### config.mk
export PLATFORM = sky130hd
export DESIGN_NAME = flash_seq_host
export DESIGN_NICKNAME = d
export VERILOG_FILES = /design/src/core/flash_seq_pkg.sv /design/src/core/flash_seq_host.sv
export SDC_FILE = /design/constraint.sdc
export NUM_CORES = 1
export LEC_CHECK = 0
export BUFFER_PORTS_ARGS = -buffer_cell sky130_fd_sc_hd__buf_2
export CELL_PAD_IN_SITES_DETAIL_PLACEMENT = 1
export CELL_PAD_IN_SITES_GLOBAL_PLACEMENT = 1
export CORE_MARGIN = 2
export CORE_UTILIZATION = 51
export CTS_BUF_LIST = sky130_fd_sc_hd__clkbuf_8
export DETAILED_ROUTE_END_ITERATION = 10
export MAX_ROUTING_LAYER = met4
export PLACE_DENSITY = 0.92
export SYNTH_ARGS = -nofsm -noshare
export SYNTH_HDL_FRONTEND = slang
export SYNTH_SLANG_ARGS = --single-unit
### constraint.sdc
create_clock -name clk -period 4.94 [get_ports clk]
set_input_delay 0.494 -clock clk [delete_from_list [all_inputs] [get_ports clk]]
set_output_delay 0.494 -clock clk [all_outputs]
set_load 0.05 [all_outputs]
### src/core/flash_seq_pkg.sv
// Package for the flash command sequencer host controller
package flash_seq_pkg;
  // Flash command bytes
  localparam logic [7:0] CMD_READ_ARRAY = 8'hFF;
  localparam logic [7:0] CMD_READ_STATUS = 8'h70;
  localparam logic [7:0] CMD_CLEAR_STATUS = 8'h50;
  localparam logic [7:0] CMD_SUSPEND = 8'hB0;
  localparam logic [7:0] CMD_CONFIRM = 8'hD0;
  localparam logic [7:0] CMD_ERASE_SETUP = 8'h20;
  localparam logic [7:0] CMD_LOCK_SETUP = 8'h60;
  localparam logic [7:0] CMD_LOCK_SET = 8'h01;
  localparam logic [7:0] CMD_PROT_SETUP = 8'hC0;
  localparam logic [7:0] CMD_PROGRAM_SETUP = 8'h40;

  // Status bit positions in the flash status byte
  localparam int SR_READY = 7;
  localparam int SR_SUSP = 6;
  localparam int SR_ERASE_ERR = 5;
  localparam int SR_PROG_ERR = 4;
  localparam int SR_VPEN_ERR = 3;
  localparam int SR_PROTECT = 1;

  localparam int ADDR_W = 24;
  localparam int DATA_W = 8;

  // Host register map (word index on the software port)
  localparam logic [3:0] REG_CTRL = 4'h0;
  localparam logic [3:0] REG_ADDR = 4'h1;
  localparam logic [3:0] REG_DATA = 4'h2;
  localparam logic [3:0] REG_STATUS = 4'h3;
  localparam logic [3:0] REG_RDATA = 4'h4;

  // Operation codes written to the control register
  typedef enum logic [3:0] {
    OP_NONE = 4'h0,
    OP_READ = 4'h1,
    OP_PROGRAM = 4'h2,
    OP_ERASE = 4'h3,
    OP_SUSPEND = 4'h4,
    OP_RESUME = 4'h5,
    OP_LOCK_SET = 4'h6,
    OP_LOCK_CLEAR = 4'h7,
    OP_PROT_PROGRAM = 4'h8,
    OP_CLEAR_STATUS = 4'h9,
    OP_READ_ARRAY = 4'hA,
    OP_RESET = 4'hB
  } op_t;

  // Protection register window: A8 set, A23..A9 clear, low bits up to 11h
  localparam logic [ADDR_W-1:0] PROT_BASE = 24'h000100;
  localparam logic [ADDR_W-1:0] PROT_LAST = 24'h000111;

  // Bus timing at 20 MHz
  localparam int CLK_NS = 50;
  localparam int T_WE_NS = 70;
  localparam int T_RD_NS = 150;
  localparam int T_RP_NS = 35000;
  localparam int WE_CYC = (T_WE_NS + CLK_NS - 1) / CLK_NS;
  localparam int RD_CYC = (T_RD_NS + CLK_NS - 1) / CLK_NS;
  localparam int RP_CYC = (T_RP_NS + CLK_NS - 1) / CLK_NS;
  localparam int CNT_W = 10;

  // Pins toward the flash
  typedef struct packed {
    logic [ADDR_W-1:0] addr;
    logic [DATA_W-1:0] dq_out;
    logic dq_oe;
    logic ce_n;
    logic oe_n;
    logic we_n;
    logic reset_powerdown_n;
  } flash_pins_t;

  // Host-side status word
  typedef struct packed {
    logic busy;
    logic refused;
    logic completion_seen;
    logic [DATA_W-1:0] flash_status;
  } host_status_t;

  function automatic logic in_prot_space(input logic [ADDR_W-1:0] a);
    return (a >= PROT_BASE) && (a <= PROT_LAST);
  endfunction
endpackage
### src/core/flash_seq_host.sv
// Host controller that drives a parallel NOR flash through its command sequences
//
// Function
// Suspend byte halts programming; check suspended flag
// While suspended, read array except target
// Resume byte restarts suspended operation
// Erase setup then confirm at block address
// No erase queuing; erase only when idle
// Erase suspend pauses; resume continues erase
// Ready flag high means machine idle
// Lock set: setup then set-confirm, poll ready
// Lock clear: setup then clear-confirm, poll
// Bits 5 and 4 both: sequence error
// Lock set failure bit 4, clear bit 5
// Low supply sets voltage error bit
// Error bits sticky until clear-status command
// Protection program only inside protection space
// Voltage error blocks programs until cleared
// Toggling enables refreshes status value
// Write read-array after last operation
// Completion pin low while operation runs
// Completion pin floats during suspend, reset
// Reset clears status; latch returns read-array
`timescale 1ns/1ps
module flash_seq_host
  import flash_seq_pkg::*;
(
  input wire logic clk,
  input wire logic rst_b,
  input wire logic [3:0] reg_addr,
  input wire logic [31:0] reg_wdata,
  input wire logic reg_wr,
  input wire logic reg_rd,
  output logic [31:0] reg_rdata,
  output flash_seq_pkg::flash_pins_t pins,
  input wire logic [DATA_W-1:0] dq_in,
  input wire logic completion_pin
);
  import flash_seq_pkg::*;

  ////////////////////////////////////////////////////////////////////////////
  typedef enum logic [3:0] {
    S_IDLE = 4'h0,
    S_WR_SETUP = 4'h1,
    S_WR_SECOND = 4'h2,
    S_POLL = 4'h3,
    S_POLL_WAIT = 4'h4,
    S_RD_ARRAY = 4'h5,
    S_WR_SINGLE = 4'h6,
    S_RESET = 4'h7,
    S_GAP = 4'h8
  } state_t;

  state_t state_q, state_d;
  flash_pins_t pins_q, pins_d;
  op_t op_q, op_d;
  logic [ADDR_W-1:0] addr_q, addr_d;
  logic [DATA_W-1:0] data_q, data_d;
  logic [DATA_W-1:0] cmd1_q, cmd1_d, cmd2_q, cmd2_d;
  logic [DATA_W-1:0] fstat_q, fstat_d, rdata_q, rdata_d;
  logic [CNT_W-1:0] cnt_q, cnt_d;
  logic [15:0] rst_cnt_q, rst_cnt_d;
  logic phase_q, phase_d;
  logic two_q, two_d;
  logic poll_q, poll_d;
  logic erase_act_q, erase_act_d;
  logic prog_act_q, prog_act_d;
  logic refused_q, refused_d;
  logic done_q, done_d;
  logic susp_req_q, susp_req_d;
  logic [31:0] reg_rdata_q, reg_rdata_d;
  logic [DATA_W-1:0] dq_s1_q, dq_s2_q;
  logic cp_s1_q, cp_s2_q;

  // Pin inputs pass two flip-flops first
  always_ff @(posedge clk or negedge rst_b) begin
    if (!rst_b) begin
      dq_s1_q <= 8'h00;
      dq_s2_q <= 8'h00;
      cp_s1_q <= 1'b1;
      cp_s2_q <= 1'b1;
    end else begin
      dq_s1_q <= dq_in;
      dq_s2_q <= dq_s1_q;
      cp_s1_q <= completion_pin;
      cp_s2_q <= cp_s1_q;
    end
  end

  ////////////////////////////////////////////////////////////////////////////
  always_comb begin
    state_d = state_q;
    pins_d = pins_q;
    op_d = op_q;
    addr_d = addr_q;
    data_d = data_q;
    cmd1_d = cmd1_q;
    cmd2_d = cmd2_q;
    fstat_d = fstat_q;
    rdata_d = rdata_q;
    cnt_d = cnt_q;
    rst_cnt_d = rst_cnt_q;
    phase_d = phase_q;
    two_d = two_q;
    poll_d = poll_q;
    erase_act_d = erase_act_q;
    prog_act_d = prog_act_q;
    refused_d = refused_q;
    done_d = done_q;
    susp_req_d = susp_req_q;
    reg_rdata_d = 32'h0000_0000;

    if (reg_wr && reg_addr == REG_ADDR) addr_d = reg_wdata[ADDR_W-1:0];
    if (reg_wr && reg_addr == REG_DATA) data_d = reg_wdata[DATA_W-1:0];
    if (reg_rd) begin
      unique case (reg_addr)
        REG_STATUS: reg_rdata_d = {21'h000000, state_q != S_IDLE, refused_q, done_q, fstat_q};
        REG_RDATA: reg_rdata_d = {24'h000000, rdata_q};
        REG_ADDR: reg_rdata_d = {8'h00, addr_q};
        default: reg_rdata_d = 32'h0000_0000;
      endcase
    end

    // A suspend is the one order taken while busy; it waits for a gap between two polls
    if (reg_wr && reg_addr == REG_CTRL && state_q != S_IDLE && op_t'(reg_wdata[3:0]) == OP_SUSPEND &&
        (op_q == OP_PROGRAM || op_q == OP_ERASE)) susp_req_d = 1'b1;

    unique case (state_q)
      S_IDLE: begin
        if (reg_wr && reg_addr == REG_CTRL) begin
          refused_d = 1'b0;
          two_d = 1'b0;
          poll_d = 1'b1;
          op_d = op_t'(reg_wdata[3:0]);
          unique case (op_t'(reg_wdata[3:0]))
            OP_PROGRAM: begin
              // Programs refused while supply error stands or another program is open
              if (fstat_q[SR_VPEN_ERR] || prog_act_q) refused_d = 1'b1;
              else begin
                cmd1_d = CMD_PROGRAM_SETUP;
                cmd2_d = data_q;
                two_d = 1'b1;
                state_d = S_WR_SETUP;
              end
            end
            OP_ERASE: begin
              // Only one erase outstanding, suspended one included
              if (erase_act_q || prog_act_q) refused_d = 1'b1;
              else begin
                cmd1_d = CMD_ERASE_SETUP;
                cmd2_d = CMD_CONFIRM;
                two_d = 1'b1;
                state_d = S_WR_SETUP;
              end
            end
            OP_SUSPEND: begin
              cmd1_d = CMD_SUSPEND;
              state_d = S_WR_SETUP;
            end
            OP_RESUME: begin
              cmd1_d = CMD_CONFIRM;
              state_d = S_WR_SETUP;
            end
            OP_LOCK_SET: begin
              cmd1_d = CMD_LOCK_SETUP;
              cmd2_d = CMD_LOCK_SET;
              two_d = 1'b1;
              state_d = S_WR_SETUP;
            end
            OP_LOCK_CLEAR: begin
              cmd1_d = CMD_LOCK_SETUP;
              cmd2_d = CMD_CONFIRM;
              two_d = 1'b1;
              state_d = S_WR_SETUP;
            end
            OP_PROT_PROGRAM: begin
              if (!in_prot_space(addr_q) || fstat_q[SR_VPEN_ERR]) refused_d = 1'b1;
              else begin
                cmd1_d = CMD_PROT_SETUP;
                cmd2_d = data_q;
                two_d = 1'b1;
                state_d = S_WR_SETUP;
              end
            end
            OP_CLEAR_STATUS: begin
              cmd1_d = CMD_CLEAR_STATUS;
              state_d = S_WR_SETUP;
            end
            OP_READ_ARRAY, OP_READ: begin
              // Reading the suspended program target is not supported
              cmd1_d = CMD_READ_ARRAY;
              poll_d = 1'b0;
              state_d = S_WR_SETUP;
            end
            OP_RESET: begin
              rst_cnt_d = 16'(RP_CYC);
              pins_d.reset_powerdown_n = 1'b0;
              state_d = S_RESET;
            end
            default: poll_d = 1'b0;
          endcase
          if (state_d != S_IDLE) done_d = 1'b0;
        end
      end
      S_WR_SETUP, S_WR_SECOND: begin
        // Write pulse: address, data and we_n low together, we_n held low for WE_CYC, then high
        if (!phase_q) begin
          pins_d.addr = addr_q;
          pins_d.dq_out = (state_q == S_WR_SETUP) ? cmd1_q : cmd2_q;
          pins_d.dq_oe = 1'b1;
          pins_d.ce_n = 1'b0;
          pins_d.we_n = 1'b0;
          cnt_d = CNT_W'(WE_CYC);
          phase_d = 1'b1;
        end else if (cnt_q > CNT_W'(1)) cnt_d = cnt_q - CNT_W'(1);
        else begin
          pins_d.we_n = 1'b1;
          pins_d.ce_n = 1'b1;
          phase_d = 1'b0;
          if (state_q == S_WR_SETUP && two_q) state_d = S_WR_SECOND;
          else state_d = S_GAP;
        end
      end
      S_GAP: begin
        pins_d.dq_oe = 1'b0;
        if (op_q == OP_ERASE) erase_act_d = 1'b1;
        if (op_q == OP_PROGRAM || op_q == OP_PROT_PROGRAM) prog_act_d = 1'b1;
        state_d = (op_q == OP_READ) ? S_RD_ARRAY : (poll_q ? S_POLL : S_IDLE);
        if (!poll_q && op_q != OP_READ) done_d = 1'b1;
      end
      S_POLL, S_RD_ARRAY: begin
        // Each ce/oe low cycle refreshes the status shown by the flash
        if (!phase_q) begin
          pins_d.ce_n = 1'b0;
          pins_d.oe_n = 1'b0;
          cnt_d = CNT_W'(RD_CYC);
          phase_d = 1'b1;
        end else if (cnt_q > CNT_W'(1)) cnt_d = cnt_q - CNT_W'(1);
        else begin
          pins_d.ce_n = 1'b1;
          pins_d.oe_n = 1'b1;
          phase_d = 1'b0;
          if (state_q == S_RD_ARRAY) begin
            rdata_d = dq_s2_q;
            done_d = 1'b1;
            state_d = S_IDLE;
          end else state_d = S_POLL_WAIT;
        end
      end
      S_POLL_WAIT: begin
        // Pin low means busy; poll byte decides once ready
        if (dq_s2_q[SR_READY] && cp_s2_q) begin
          susp_req_d = 1'b0;
          fstat_d = dq_s2_q;
          done_d = 1'b1;
          state_d = S_IDLE;
          if (!dq_s2_q[SR_SUSP]) begin
            if (op_q != OP_SUSPEND || !prog_act_q) erase_act_d = 1'b0;
            prog_act_d = 1'b0;
          end
        end else if (susp_req_q) begin
          // Sent with both strobes high, so no read cycle is cut short
          cmd1_d = CMD_SUSPEND;
          two_d = 1'b0;
          op_d = OP_SUSPEND;
          susp_req_d = 1'b0;
          state_d = S_WR_SETUP;
        end else state_d = S_POLL;
      end
      S_RESET: begin
        if (rst_cnt_q > 16'h0001) rst_cnt_d = rst_cnt_q - 16'h0001;
        else begin
          pins_d.reset_powerdown_n = 1'b1;
          fstat_d = 8'h80;
          erase_act_d = 1'b0;
          prog_act_d = 1'b0;
          done_d = 1'b1;
          state_d = S_IDLE;
        end
      end
      default: state_d = S_IDLE;
    endcase
  end

  ////////////////////////////////////////////////////////////////////////////
  always_ff @(posedge clk or negedge rst_b) begin
    if (!rst_b) begin
      state_q <= S_IDLE;
      pins_q <= '{addr: 24'h000000, dq_out: 8'h00, dq_oe: 1'b0, ce_n: 1'b1, oe_n: 1'b1,
                  we_n: 1'b1, reset_powerdown_n: 1'b1};
      op_q <= OP_NONE;
      addr_q <= 24'h000000;
      data_q <= 8'h00;
      cmd1_q <= 8'h00;
      cmd2_q <= 8'h00;
      fstat_q <= 8'h80;
      rdata_q <= 8'h00;
      cnt_q <= 10'h000;
      rst_cnt_q <= 16'h0000;
      phase_q <= 1'b0;
      two_q <= 1'b0;
      poll_q <= 1'b0;
      erase_act_q <= 1'b0;
      prog_act_q <= 1'b0;
      refused_q <= 1'b0;
      done_q <= 1'b0;
      susp_req_q <= 1'b0;
      reg_rdata_q <= 32'h0000_0000;
    end else begin
      state_q <= state_d;
      pins_q <= pins_d;
      op_q <= op_d;
      addr_q <= addr_d;
      data_q <= data_d;
      cmd1_q <= cmd1_d;
      cmd2_q <= cmd2_d;
      fstat_q <= fstat_d;
      rdata_q <= rdata_d;
      cnt_q <= cnt_d;
      rst_cnt_q <= rst_cnt_d;
      phase_q <= phase_d;
      two_q <= two_d;
      poll_q <= poll_d;
      erase_act_q <= erase_act_d;
      prog_act_q <= prog_act_d;
      refused_q <= refused_d;
      done_q <= done_d;
      susp_req_q <= susp_req_d;
      reg_rdata_q <= reg_rdata_d;
    end
  end

  assign pins = pins_q;
  assign reg_rdata = reg_rdata_q;
endmodule // flash_seq_host

==> run summary <==
fin crit period: 3.18 ns
Post-synth EDFFs: 0
static leakage: 0.00420 uW
Syn Std Cell Area: 8000 um^2
FF-to-FF End: rst_cnt_q[3]
crit path to: rst_cnt_q[3]
DP Area: 8650 um^2
layout cells sized above 1: 29.8%
Worst setup startpoint: state_q[0]
fin. max-slew vios: 0
# setup viols final: 0
Mean Syn Cell Area: 11.4 um^2
Root Driver: clkbuf_8
post-layout util: 59.3%
worst-skew pair later-pin latency: 0.49 ns
Worst R2R Start: state_q[0]
Max-slew headroom: 12.0%
setup TNS: 0 ns
Async SR Flop Fraction: 100%
Post-Route WL: 23400 um
Worst Slack Setup Final: 1.76 ns
r2r worst-path depth: 5
first-pass GRT wire length: 36700 um
CTS sink cnt: 182
H-tree depth: 4
warnings from Yosys: 0
nature of the critical path endpoint: register
max_cap viols: 0
Worst EP required: 5.34 ns
area leader, netlist: dfrtp_1
I/O Buffers: 101
Worst Hold Class: primary input to async pin
die height: 129 um
DP HPWL: 15500 um
area of the core: 15300 um^2
DR WL/cell: 22.8 um
Startpoint Class: register
antenna violations before repair: 1
io pins: 118
Yosys reg bits: 182
Tcrit/Tclk final: 64.5%
pin count of the biggest net entering global routing: 93
R2R Setup Slk: 1.76 ns
VDD IR max: 266 uV
Worst-path clk slew: 0.10 ns
initial DRC count: 477
status: completed
Die X-Extent: 129 um
total grt overflow: 0
vias in the first global route: 6642
DR pass1 iterations: 5
vias per cell: 5.97
# rows: 45
Final Skew: 0.0188 ns
Main synth FF type: dfrtp_1
Worst Path Max Fanout: 19
Pwr Density: 528 nW/um^2
GRT Total Usage: 30.2%
cell count after synthesis: 704
Hold Buf Count CTS: 0
setup bufs post-CTS: 0
GP Congestion: 0.865
top cell type's share of synthesized area: 54.7%
CTS Buf Count: 17
WP data arrival: 3.59 ns
Slew @ Worst Pin: 1.30 ns
Antenna Nets Post-Route: 0
sequential area share after synthesis: 57.0%
largest cells by area after synthesis: dfrtp_1 55%, mux2_2 11%, nor2_1 2.7%
Fill cells: 1637
cts repair resizes: 0
CTS tree: yes
Cell variety after synth: 61
Max clock buf depth: 2
Crit Path Class: register to register
die area: 16700 um^2
Final Hold Fails: 0
FMAX: 0.314 GHz
Starting Density: 52.4%
routed vias: 6118
nets@finish: 852
Post-Place Worst Slack: 2.00 ns
total power: 4780 uW
synthesis-to-layout area growth: 13.1%
post-route cell area: 9050 um^2
DRC: 0
RSZ-0062 raised after global routing: no
[power by group]
part	internal, uW	total, uW	switching [uW]	leakage, uW
clock	425	1020	596	0.000187
combinational	528	1560	1030	0.00174
sequential	1830	2200	366	0.00227
total	2790	4780	1990	0.00420
[synth_stat cells, types with 10 or more instances]
| master | count |
|---|---|
| dfrtp_1 | 175 |
| mux2_2 | 77 |
| nor2_1 | 57 |
| nand2_1 | 50 |
| o21ai_0 | 42 |
| a21oi_1 | 36 |
| clkbuf_1 | 21 |
| nand3_1 | 20 |
| and2_1 | 18 |
| nor3_1 | 18 |
| inv_1 | 17 |
| nor2b_1 | 13 |
| nor4_1 | 10 |
| xor2_1 | 10 |
[how the worst min path moves through the flow]
stage / from / to / cells past startpoint
6_report: rst_b / cnt_q[2] / 1
4_1_cts: completion_pin / cp_s1_q / 1
3_5_place_dp: dq_s1_q[7] / dq_s2_q[7] / 0
3_3_place_gp: dq_s1_q[6] / dq_s2_q[6] / 0
5_1_grt: completion_pin / cp_s1_q / 1
2_1_floorplan: rst_b / addr_q[0] / 0
[placed cells by master, fill, tap and decap left out, types with 10 or more instances in the layout]
master    netlist  layout
and2_1         18      17
mux2_2         77      77
dfrtp_1       175     175
nor2b_1        13      13
buf_2           4     100
nand2_1        50      50
o21ai_0        42      42
nor3_1         18      18
inv_1          17      17
nand3_1        20      20
xor2_1         10      10
nor4_1         10      10
a21oi_1        36      36
clkbuf_8        0      18
nor2_1         57      57
[area by class of cell]
cell class,count,area [um^2],area share (%)
inverters,17,63.8,0.705
clock inverters,14,140,1.55
repair buffers,105,542,5.99
diodes,2,5.00,0.0553
flip-flops and latches,182,4560,50.4
well taps,211,264,2.92
multi-input cells,476,3220,35.6
clock buffers,18,248,2.74
[per-layer routing]
metal / global-route usage (%) / vias to the layer above / wire length, um / part of all wire [%]
met2: 50.0 / 244 / 12100 / 52
met5: - / - / 0 / 0
met4: 14.1 / 0 / 850 / 3.6
met3: 6.94 / 74 / 1240 / 5.3
met1: 35.1 / 3128 / 9150 / 39
li1: - / 2672 / - / -
[per-stage QoR]
| step | instances | hold WS (ns) |
|---|---|---|
| 6_report | 1025 | 0.0844 |
| 5_1_grt | 1024 | 0.0725 |
| 4_1_cts | 1023 | 0.0711 |
| 3_5_place_dp | 991 | 0.336 |
| 3_3_place_gp | 991 | 0.334 |
| 2_1_floorplan | 711 | 0.198 |
[critical path, cell delays in order (launching register included)]
cell     delay, ns
dfrtp_1       0.63
nor4_4        0.67
nand4_1       0.62
nor3_1        0.87
nor3_1        0.15
a21oi_1       0.18
[registers in the layout, indices dropped and copies added (netlist names), 4 cells and up]
| register | count |
|---|---|
| addr_q | 24 |
| cmd1_q | 5 |
| cmd2_q | 8 |
| cnt_q | 10 |
| data_q | 8 |
| dq_s1_q | 8 |
| dq_s2_q | 8 |
| fstat_q | 8 |
| op_q | 4 |
| pins | 37 |
| rdata_q | 8 |
| reg_rdata | 24 |
| rst_cnt_q | 16 |
| state_q | 4 |
[kinds of logic after synthesis]
logic type	share of synthesized area, %
fa+ha+maj	0.625
other cells	0.0469
buf+inv	3.06
simple gates	16.1
compound gates	10.3
mux	11.2
flops	57.0
xor+xnor	1.64
Power figures use the tool's default switching activity.
